==> src/hdl/spms_pkg.sv <==
// Purpose: Shared constants and types of the sensor mode sequencer
// Assumes: 100 MHz system clock, reference clock as an enable pulse
// Notes:   Counts in reference ticks when named _REF_CYC, in clocks when named _WAIT_CYC
package spms_pkg;
  // Reference clock tick counts and reference clock divider
  localparam int unsigned BOOT_REF_CYC  = 9500;
  localparam int unsigned WAKE_REF_CYC  = 32767;
  localparam int unsigned PLL_REF_CYC   = 4096;
  localparam int unsigned INTEG_REF_CYC = 64;
  localparam int unsigned FRAME_REF_CYC = 256;
  localparam int unsigned REF_CLK_DIV   = 4;
  // Host wait after software reset
  localparam int unsigned CLK_MHZ        = 100;
  localparam int unsigned SWRST_WAIT_MS  = 10;
  localparam int unsigned SWRST_WAIT_CYC = SWRST_WAIT_MS * 1000 * CLK_MHZ;
  localparam int unsigned CNT_W          = 20;
  // Device register map
  localparam logic [15:0] STREAM_REG_ADDR  = 16'h3012;
  localparam logic [15:0] SWRST_REG_ADDR   = 16'h3013;
  localparam logic [15:0] PAD_REG_ADDR     = 16'h3488;
  localparam logic [15:0] MODE_REG_ADDR    = 16'h30F0;
  localparam logic [15:0] HIGH_REGION_ADDR = 16'h7000;
  localparam int unsigned STREAM_EN_BIT    = 0;
  localparam int unsigned SWRST_BIT        = 0;
  localparam int unsigned PAD_VAL_BIT      = 5;
  localparam int unsigned PAD_EN_BIT       = 4;
  localparam logic        STREAM_EN_RST    = 1'b0;
  localparam logic        PAD_VAL_RST      = 1'b0;
  localparam logic        PAD_EN_RST       = 1'b0;
  // Host register map
  localparam logic [7:0]  HC_CTRL_OFS   = 8'h00;
  localparam logic [7:0]  HC_ADDR_OFS   = 8'h04;
  localparam logic [7:0]  HC_WDATA_OFS  = 8'h08;
  localparam logic [7:0]  HC_RDATA_OFS  = 8'h0C;
  localparam logic [7:0]  HC_STATUS_OFS = 8'h10;
  localparam int unsigned CTRL_REL_BIT  = 0;
  localparam int unsigned CTRL_PWR_BIT  = 1;
  localparam int unsigned CTRL_REF_BIT  = 2;
  localparam logic [2:0]  CTRL_RST      = 3'h0;
  localparam int unsigned ST_DEACT_BIT  = 4;
  localparam int unsigned ST_REFUSE_BIT = 5;

  typedef enum logic [3:0] {
    ST_HARDWARE_RESET_STATE, ST_BOOT, ST_SOFTWARE_RESET_STATE, ST_STANDBY, ST_POWER_DOWN,
    ST_WAKE, ST_PLL_LOCK, ST_INTEGRATE, ST_STREAM
  } spms_mode_e;
endpackage

==> src/hdl/spms_if.sv <==
// Purpose: Pins and control bus between host and sensor
// Assumes: All signals driven from flops on one clock
// Notes:   Reference clock carried as a one-cycle tick
`timescale 1ns/10ps
interface spms_if;
  logic        hard_reset_pin_n;
  logic        power_down_pin_n;
  logic        reference_clock_in;
  logic        ctl_wr;
  logic        ctl_rd;
  logic [15:0] ctl_addr;
  logic [7:0]  ctl_wdata;
  logic [7:0]  ctl_rdata;
  logic        frame_sync;
  logic        pad_val;
  logic        pad_oe;

  modport device (
    input  hard_reset_pin_n, power_down_pin_n, reference_clock_in,
    input  ctl_wr, ctl_rd, ctl_addr, ctl_wdata,
    output ctl_rdata, frame_sync, pad_val, pad_oe
  );
  modport host (
    output hard_reset_pin_n, power_down_pin_n, reference_clock_in,
    output ctl_wr, ctl_rd, ctl_addr, ctl_wdata,
    input  ctl_rdata, frame_sync, pad_val, pad_oe
  );
endinterface

==> src/hdl/spms_sensor.sv <==
// Purpose: Operating-mode sequencer of the image sensor end
// Assumes: Pins come from host logic on the same clock
// Notes:   Long waits counted in reference ticks
//
// Implementation choices: the placing of the registers and strobed register access.
`timescale 1ns/10ps
module spms_sensor
  import spms_pkg::*;
#(
  parameter int unsigned BOOT_TICKS  = BOOT_REF_CYC,
  parameter int unsigned WAKE_TICKS  = WAKE_REF_CYC,
  parameter int unsigned PLL_TICKS   = PLL_REF_CYC,
  parameter int unsigned INTEG_TICKS = INTEG_REF_CYC,
  parameter int unsigned FRAME_TICKS = FRAME_REF_CYC
) (
  input  logic       clk_i,
  input  logic       rst_i,
  spms_if.device     link,
  output spms_mode_e mode_o,
  output logic       pll_on_o,
  output logic       analog_on_o,
  output logic       pll_clk_sel_o,
  output logic       regulator_lp_o,
  output logic       clocks_gated_o,
  output logic       video_valid_o
);
  spms_mode_e       state_r;
  spms_mode_e       state_nxt;
  logic             stream_en_r;
  logic             pad_val_r;
  logic             pad_en_r;
  logic             cnt_start_r;
  logic [CNT_W-1:0] cnt_len_r;
  logic             cnt_done;
  logic             cnt_end;
  logic             ref_tick;
  logic             bus_on;
  logic             swrst_hit;
  logic             frame_end;
  logic             load_cnt;

  // Reference clock blocked from logic in power down
  assign ref_tick  = link.reference_clock_in && (state_r != ST_POWER_DOWN);
  // Control bus only alive once standby is reached
  assign bus_on    = state_r inside {ST_STANDBY, ST_PLL_LOCK, ST_INTEGRATE, ST_STREAM};
  assign swrst_hit = bus_on && link.ctl_wr && (link.ctl_addr == SWRST_REG_ADDR)
                     && link.ctl_wdata[SWRST_BIT];
  // Ignore a stale done in the reload cycle
  assign cnt_end   = cnt_done && !cnt_start_r;
  assign frame_end = (state_r == ST_STREAM) && cnt_end;

  spms_tick_cnt #(
    .W (CNT_W)
  ) u_wait (
    .clk_i   (clk_i),
    .rst_i   (rst_i),
    .start_i (cnt_start_r),
    .len_i   (cnt_len_r),
    .tick_i  (ref_tick),
    .busy_o  (),
    .done_o  (cnt_done)
  );

  // Mode selection
  always_comb begin
    state_nxt = state_r;
    if (!link.hard_reset_pin_n) begin
      state_nxt = ST_HARDWARE_RESET_STATE;
    end else if (swrst_hit) begin
      state_nxt = ST_SOFTWARE_RESET_STATE;
    end else begin
      case (state_r)
        ST_HARDWARE_RESET_STATE: begin
          state_nxt = ST_BOOT;
        end
        ST_BOOT: begin
          if (cnt_end) begin
            state_nxt = ST_SOFTWARE_RESET_STATE;
          end
        end
        ST_SOFTWARE_RESET_STATE: begin
          state_nxt = ST_STANDBY;
        end
        ST_STANDBY: begin
          if (!link.power_down_pin_n) begin
            state_nxt = ST_POWER_DOWN;
          end else if (stream_en_r) begin
            state_nxt = ST_PLL_LOCK;
          end
        end
        ST_POWER_DOWN: begin
          if (link.power_down_pin_n) begin
            state_nxt = ST_WAKE;
          end
        end
        ST_WAKE: begin
          if (cnt_end) begin
            state_nxt = ST_SOFTWARE_RESET_STATE;
          end
        end
        ST_PLL_LOCK: begin
          if (cnt_end) begin
            state_nxt = ST_INTEGRATE;
          end
        end
        ST_INTEGRATE: begin
          if (cnt_end) begin
            state_nxt = ST_STREAM;
          end
        end
        ST_STREAM: begin
          if (frame_end && !stream_en_r) begin
            state_nxt = ST_STANDBY;
          end
        end
        default: begin
          state_nxt = ST_HARDWARE_RESET_STATE;
        end
      endcase
    end
  end

  always_ff @(posedge clk_i) begin
    if (rst_i) begin
      state_r <= ST_HARDWARE_RESET_STATE;
    end else begin
      state_r <= state_nxt;
    end
  end

  // Wait counter loads on entry and on each new frame
  assign load_cnt = (state_nxt != state_r) || (frame_end && state_nxt == ST_STREAM);

  always_ff @(posedge clk_i) begin
    if (rst_i) begin
      cnt_start_r <= 1'b0;
      cnt_len_r   <= '0;
    end else begin
      cnt_start_r <= 1'b0;
      if (load_cnt) begin
        case (state_nxt)
          ST_BOOT: begin
            cnt_start_r <= 1'b1;
            cnt_len_r   <= CNT_W'(BOOT_TICKS);
          end
          ST_WAKE: begin
            cnt_start_r <= 1'b1;
            cnt_len_r   <= CNT_W'(WAKE_TICKS);
          end
          ST_PLL_LOCK: begin
            cnt_start_r <= 1'b1;
            cnt_len_r   <= CNT_W'(PLL_TICKS);
          end
          ST_INTEGRATE: begin
            cnt_start_r <= 1'b1;
            cnt_len_r   <= CNT_W'(INTEG_TICKS);
          end
          ST_STREAM: begin
            cnt_start_r <= 1'b1;
            cnt_len_r   <= CNT_W'(FRAME_TICKS);
          end
          default: begin
            cnt_start_r <= 1'b0;
          end
        endcase
      end
    end
  end

  // Register file; defaults on hardware and software reset
  always_ff @(posedge clk_i) begin
    if (rst_i || state_nxt == ST_HARDWARE_RESET_STATE || state_nxt == ST_SOFTWARE_RESET_STATE) begin
      stream_en_r <= STREAM_EN_RST;
      pad_val_r   <= PAD_VAL_RST;
      pad_en_r    <= PAD_EN_RST;
    end else if (bus_on && link.ctl_wr) begin
      if (link.ctl_addr == STREAM_REG_ADDR) begin
        stream_en_r <= link.ctl_wdata[STREAM_EN_BIT];
      end
      if (link.ctl_addr == PAD_REG_ADDR) begin
        pad_val_r <= link.ctl_wdata[PAD_VAL_BIT];
        pad_en_r  <= link.ctl_wdata[PAD_EN_BIT];
      end
    end
  end

  // Read data one cycle after the read strobe
  always_ff @(posedge clk_i) begin
    if (rst_i) begin
      link.ctl_rdata <= 8'h00;
    end else begin
      link.ctl_rdata <= 8'h00;
      if (bus_on && link.ctl_rd) begin
        case (link.ctl_addr)
          STREAM_REG_ADDR: link.ctl_rdata[STREAM_EN_BIT] <= stream_en_r;
          PAD_REG_ADDR: begin
            link.ctl_rdata[PAD_VAL_BIT] <= pad_val_r;
            link.ctl_rdata[PAD_EN_BIT]  <= pad_en_r;
          end
          MODE_REG_ADDR: link.ctl_rdata[3:0] <= state_r;
          default: link.ctl_rdata <= 8'h00;
        endcase
      end
    end
  end

  // Power and clock controls
  always_ff @(posedge clk_i) begin
    if (rst_i) begin
      mode_o         <= ST_HARDWARE_RESET_STATE;
      pll_on_o       <= 1'b0;
      analog_on_o    <= 1'b0;
      pll_clk_sel_o  <= 1'b0;
      regulator_lp_o <= 1'b0;
      clocks_gated_o <= 1'b1;
      video_valid_o  <= 1'b0;
    end else begin
      mode_o         <= state_nxt;
      pll_on_o       <= state_nxt inside {ST_PLL_LOCK, ST_INTEGRATE, ST_STREAM};
      analog_on_o    <= state_nxt inside {ST_PLL_LOCK, ST_INTEGRATE, ST_STREAM};
      pll_clk_sel_o  <= state_nxt inside {ST_INTEGRATE, ST_STREAM};
      regulator_lp_o <= state_nxt == ST_POWER_DOWN;
      clocks_gated_o <= state_nxt inside {ST_HARDWARE_RESET_STATE, ST_POWER_DOWN, ST_WAKE};
      video_valid_o  <= state_nxt == ST_STREAM;
    end
  end

  // Frame sync and configurable pads
  always_ff @(posedge clk_i) begin
    if (rst_i) begin
      link.frame_sync <= 1'b0;
      link.pad_val    <= 1'b0;
      link.pad_oe     <= 1'b0;
    end else begin
      link.frame_sync <= frame_end;
      case (state_nxt)
        ST_HARDWARE_RESET_STATE, ST_BOOT: begin
          link.pad_val <= 1'b0;
          link.pad_oe  <= 1'b0;
        end
        ST_STREAM: begin
          link.pad_val <= 1'b0;
          link.pad_oe  <= 1'b1;
        end
        default: begin
          link.pad_val <= pad_val_r && pad_en_r;
          link.pad_oe  <= pad_en_r;
        end
      endcase
    end
  end
endmodule

==> src/hdl/spms_tick_cnt.sv <==
// Purpose: Down counter of enable ticks with done pulse
// Assumes: start_i reloads at any time
// Notes:   done_o is one cycle after the last tick
`timescale 1ns/10ps
module spms_tick_cnt #(
  parameter int unsigned W = 20
) (
  input  logic         clk_i,
  input  logic         rst_i,
  input  logic         start_i,
  input  logic [W-1:0] len_i,
  input  logic         tick_i,
  output logic         busy_o,
  output logic         done_o
);
  logic [W-1:0] cnt_r;

  always_ff @(posedge clk_i) begin
    if (rst_i) begin
      cnt_r  <= '0;
      busy_o <= 1'b0;
      done_o <= 1'b0;
    end else begin
      done_o <= 1'b0;
      if (start_i) begin
        cnt_r  <= len_i;
        busy_o <= 1'b1;
      end else if (busy_o && tick_i) begin
        cnt_r <= cnt_r - 1'b1;
        if (cnt_r <= W'(1)) begin
          busy_o <= 1'b0;
          done_o <= 1'b1;
        end
      end
    end
  end
endmodule

==> src/flat_wrapper.sv <==
// flat-port wrapper written by rule: the top's interface ports become plain ports
module spms_sensor_flat import spms_pkg::*;
#(
  parameter int unsigned BOOT_TICKS  = BOOT_REF_CYC,
  parameter int unsigned WAKE_TICKS  = WAKE_REF_CYC,
  parameter int unsigned PLL_TICKS   = PLL_REF_CYC,
  parameter int unsigned INTEG_TICKS = INTEG_REF_CYC,
  parameter int unsigned FRAME_TICKS = FRAME_REF_CYC
)
  (clk_i, rst_i, mode_o, pll_on_o, analog_on_o, pll_clk_sel_o, regulator_lp_o, clocks_gated_o, video_valid_o, link_hard_reset_pin_n, link_power_down_pin_n, link_reference_clock_in, link_ctl_wr, link_ctl_rd, link_ctl_addr, link_ctl_wdata, link_ctl_rdata, link_frame_sync, link_pad_val, link_pad_oe);
  spms_if link_i ();
  input  logic clk_i;
  input  logic rst_i;
  output spms_mode_e mode_o;
  output logic pll_on_o;
  output logic analog_on_o;
  output logic pll_clk_sel_o;
  output logic regulator_lp_o;
  output logic clocks_gated_o;
  output logic video_valid_o;
  input wire logic [$bits(link_i.hard_reset_pin_n)-1:0] link_hard_reset_pin_n;
  input wire logic [$bits(link_i.power_down_pin_n)-1:0] link_power_down_pin_n;
  input wire logic [$bits(link_i.reference_clock_in)-1:0] link_reference_clock_in;
  input wire logic [$bits(link_i.ctl_wr)-1:0] link_ctl_wr;
  input wire logic [$bits(link_i.ctl_rd)-1:0] link_ctl_rd;
  input wire logic [$bits(link_i.ctl_addr)-1:0] link_ctl_addr;
  input wire logic [$bits(link_i.ctl_wdata)-1:0] link_ctl_wdata;
  output wire logic [$bits(link_i.ctl_rdata)-1:0] link_ctl_rdata;
  output wire logic [$bits(link_i.frame_sync)-1:0] link_frame_sync;
  output wire logic [$bits(link_i.pad_val)-1:0] link_pad_val;
  output wire logic [$bits(link_i.pad_oe)-1:0] link_pad_oe;
  assign link_i.hard_reset_pin_n = link_hard_reset_pin_n;
  assign link_i.power_down_pin_n = link_power_down_pin_n;
  assign link_i.reference_clock_in = link_reference_clock_in;
  assign link_i.ctl_wr = link_ctl_wr;
  assign link_i.ctl_rd = link_ctl_rd;
  assign link_i.ctl_addr = link_ctl_addr;
  assign link_i.ctl_wdata = link_ctl_wdata;
  assign link_ctl_rdata = link_i.ctl_rdata;
  assign link_frame_sync = link_i.frame_sync;
  assign link_pad_val = link_i.pad_val;
  assign link_pad_oe = link_i.pad_oe;
  spms_sensor #(.BOOT_TICKS(BOOT_TICKS), .WAKE_TICKS(WAKE_TICKS), .PLL_TICKS(PLL_TICKS), .INTEG_TICKS(INTEG_TICKS), .FRAME_TICKS(FRAME_TICKS)) u_core (.clk_i(clk_i), .rst_i(rst_i), .link(link_i), .mode_o(mode_o), .pll_on_o(pll_on_o), .analog_on_o(analog_on_o), .pll_clk_sel_o(pll_clk_sel_o), .regulator_lp_o(regulator_lp_o), .clocks_gated_o(clocks_gated_o), .video_valid_o(video_valid_o));
endmodule
==> config.mk <==
export PLATFORM = sky130hd
export DESIGN_NAME = spms_sensor_flat
export DESIGN_NICKNAME = d
export VERILOG_FILES = /design/src/hdl/spms_pkg.sv /design/src/hdl/spms_if.sv /design/src/hdl/spms_sensor.sv /design/src/hdl/spms_tick_cnt.sv /design/src/flat_wrapper.sv
export SDC_FILE = /design/constraint.sdc
export NUM_CORES = 1
export LEC_CHECK = 0
export BUFFER_PORTS_ARGS = -buffer_cell sky130_fd_sc_hd__buf_2
export CELL_PAD_IN_SITES_DETAIL_PLACEMENT = 1
export CELL_PAD_IN_SITES_GLOBAL_PLACEMENT = 2
export CORE_ASPECT_RATIO = 1.1
export CORE_MARGIN = 1
export CORE_UTILIZATION = 32
export CTS_CLUSTER_DIAMETER = 30
export DETAILED_ROUTE_END_ITERATION = 8
export PLACE_DENSITY = 0.76
export SYNTH_ARGS = -nofsm -noshare
export SYNTH_HDL_FRONTEND = slang
export SYNTH_SLANG_ARGS = --single-unit
==> constraint.sdc <==
create_clock -name clk_i -period 2.8 [get_ports clk_i]
set_input_delay 0.28 -clock clk_i [delete_from_list [all_inputs] [get_ports clk_i]]
set_output_delay 0.28 -clock clk_i [all_outputs]
set_load 0.005 [all_outputs]
==> metrics <==
CTS Buffer Depth 2; GPL Wtd Cong 0.801; GRT Total Usage 0.159; Layout area overhead 16.5%; Overflow after GRT 0; Gate power share 0.144; clock buffer count from CTS 5; port bufs 44; EDFF count, synth 0; synthesized area per cell around 8.7 um2; Sink Count 49; row count 33; WS Path Type reg2reg; Final Slew Violations 0; Critical Path AT approximately 2.7 ns; FF+latch count, synth between 40 and 50; PwrDens a little under 500 mW/mm2; Initial Utilization 0.328; normalized max-slew margin 0.634; Synth Area in Simple Gates 0.290; Resized cells post-CTS 0; fraction of layout cells with a size suffix above 1 0.240; detailed-placement wirelength estimate approximately 4500 um; sequential share of power 0.535; initial antenna violation count 0; final cycle utilization of the critical path 0.902; FFs w/ async S/R, synth 0; Clock Pin Slew Worst Setup and Hold Paths approximately 0.09 ns; cell-internal power 1010 uW; routed len/inst roughly 15 um; Final Skew between 0.008 and 0.009 ns; hold_ws around 0.2 ns; Die H around 94 um; main combinational cell family by area after synthesis simple AND/OR/NAND/NOR gates; Hold Crit Class in2reg; Compound-Gate Fraction of Synth Area 0.156; mux share of post-synthesis cell area 0.0287; pin count of the biggest net entering global routing 29; FMAX 396 MHz; antenna viol nets, final 0; critical path fanouts, max 12; setup TNS 0 ns; Synth Area in XOR/XNOR 0.0677; drt drc 0; CTS HTree Levels 2; Leak between 0.001 and 0.0015 uW; I/O pin count between 50 and 60; Critical Path RT roughly 3.0 ns; most common cell after layout, fill and taps aside dfxtp_1; final setup fails 0; Yosys cell types 56; YS warnings 0; total wire length about 6000 um; Fin. Hold Viols 0; max-cap viol count 0; most frequent cells in the layout dfxtp_1 (49), buf_2 (44), nor2_1 (42), a21oi_1 (24), nand2_1 (16); Gate Count Post-Synth between 200 and 300; vias in the first global route approximately 2000; Seq/Total Area, Yosys 0.402; via count roughly 2000; status completed; VDD IR max a little over 0.2 mV; Root Driver clkbuf_8; # hold bufs at CTS 0; worst-skew pair later-pin latency just over 0.3 ns; drt initial violations 50; total setup buffers inserted after CTS 0; RSZ-0062 raised after global routing no; die area about 0.008 mm2; Final Util 0.382; core area between 0.007 and 0.008 mm2; Ant. Diodes 0; clock power share 0.321; first drt pass iteration count 4; Vias per Instance around 5; CP startpoint kind flop; switching power around 390 uW; adder-cell area share of the yosys netlist 0.0103; synthesized cell area around 0.0024 mm2; Tightest Pin Transition between 0.5 and 0.6 ns; Layout Nets between 300 and 400; sw frac 0.277; Primary FF master, synth dfxtp_1; critical path endpoint category flop; minimum clock period 2.53 ns; CTS tree done; global-route wire length before repair 9910 um; Die W 85.2 um
-- metrics by stage --
stage,cell area (um2),cells,total power [uW],worst slack [ns]
2_1_floorplan,2440,281,907,0.607
3_3_place_gp,2740,404,966,0.283
3_5_place_dp,2740,404,968,0.280
4_1_cts,2840,412,1420,0.270
5_1_grt,2840,412,1480,0.128
6_report,2840,412,1400,0.274
-- sequential cells by signal, indices dropped and copies added, names as in the netlist, 4 cells and up --
name and count:
u_core.state_r 4, u_core.u_wait.cnt_r 20, u_core.link.ctl_rdata 6, u_core.cnt_len_r 5
-- Yosys cell counts, types with 4 or more instances --
cell,n,area share
nand2_1,16,0.025
a21oi_1,24,0.049
buf_2,4,0.0082
nor4_1,4,0.010
nor2b_1,7,0.018
o21ai_0,6,0.012
nor2_1,42,0.065
mux2i_1,4,0.016
a211oi_1,4,0.012
nor3b_1,6,0.018
nand4_1,4,0.010
dfxtp_1,49,0.40
clkbuf_1,6,0.0092
xnor2_1,12,0.043
nand3_1,7,0.014
xor2_1,5,0.018
nor3_1,10,0.021
and2_1,5,0.013
inv_1,7,0.011
or3_1,4,0.010
-- critical path, cell delays in order (launching register included) --
cell and delay [ns]:
dfxtp_1 0.65, nor4b_4 0.14, a32oi_1 0.28, o31ai_1 0.15
o21ai_2 0.34, xor2_1 0.27, nand4_4 0.17, nand2_4 0.13
mux2_4 0.30
-- metal layers --
| layer | vias up | part of all wire | GRT usage |
|---|---|---|---|
| met5 | - | 0 | 0 |
| met1 | 975 | 0.48 | 0.200 |
| met4 | 0 | 0.012 | 0.0508 |
| met2 | 22 | 0.48 | 0.273 |
| met3 | 8 | 0.024 | 0.0309 |
| li1 | 1055 | - | - |
-- power by group through the flow --
stage | Sequential (uW) | Clock (uW) | Combinational [uW]
after floorplan | 758 | 0 | 150
after global placement | 763 | 0 | 202
after detailed placement | 765 | 0 | 203
after CTS | 749 | 468 | 205
after global routing | 753 | 498 | 226
final | 748 | 449 | 202
-- cell type report --
class	count	area (um2)
clock buffers	6	82.6
well taps	87	109
repair buffers	51	273
clock inverters	2	13.8
multi-input cells	210	1360
flip-flops and latches	49	981
fillers	933	4590
inverters	7	26.3
-- worst paths after layout --
check                                                       from                                  end  slack (ns)  cells past startpoint
worst max-delay path                u_core.state_r[1]$_SDFF_PP0_     u_core.cnt_len_r[6]$_SDFFE_PP0P_        0.27                      8
worst min-delay path                           link_ctl_wdata[5]        u_core.pad_val_r$_SDFFE_PP0P_        0.20                      3
worst max register to register      u_core.state_r[1]$_SDFF_PP0_     u_core.cnt_len_r[6]$_SDFFE_PP0P_        0.27                      8
worst min register to register  u_core.cnt_len_r[6]$_SDFFE_PP0P_  u_core.u_wait.cnt_r[6]$_SDFFE_PP0P_        0.51                      2
-- logic make-up after synthesis --
| family | Yosys count |
|---|---|
| adders and majority gates | 2 |
| DFF | 49 |
| xor gates and xnor gates | 18 |
| buffers and inverters | 22 |
| AOI/OAI and AO/OA | 57 |
| muxes | 6 |
| and+or+nand+nor | 125 |
| other | 1 |
Note: power is estimated with default switching activity, not from simulation.
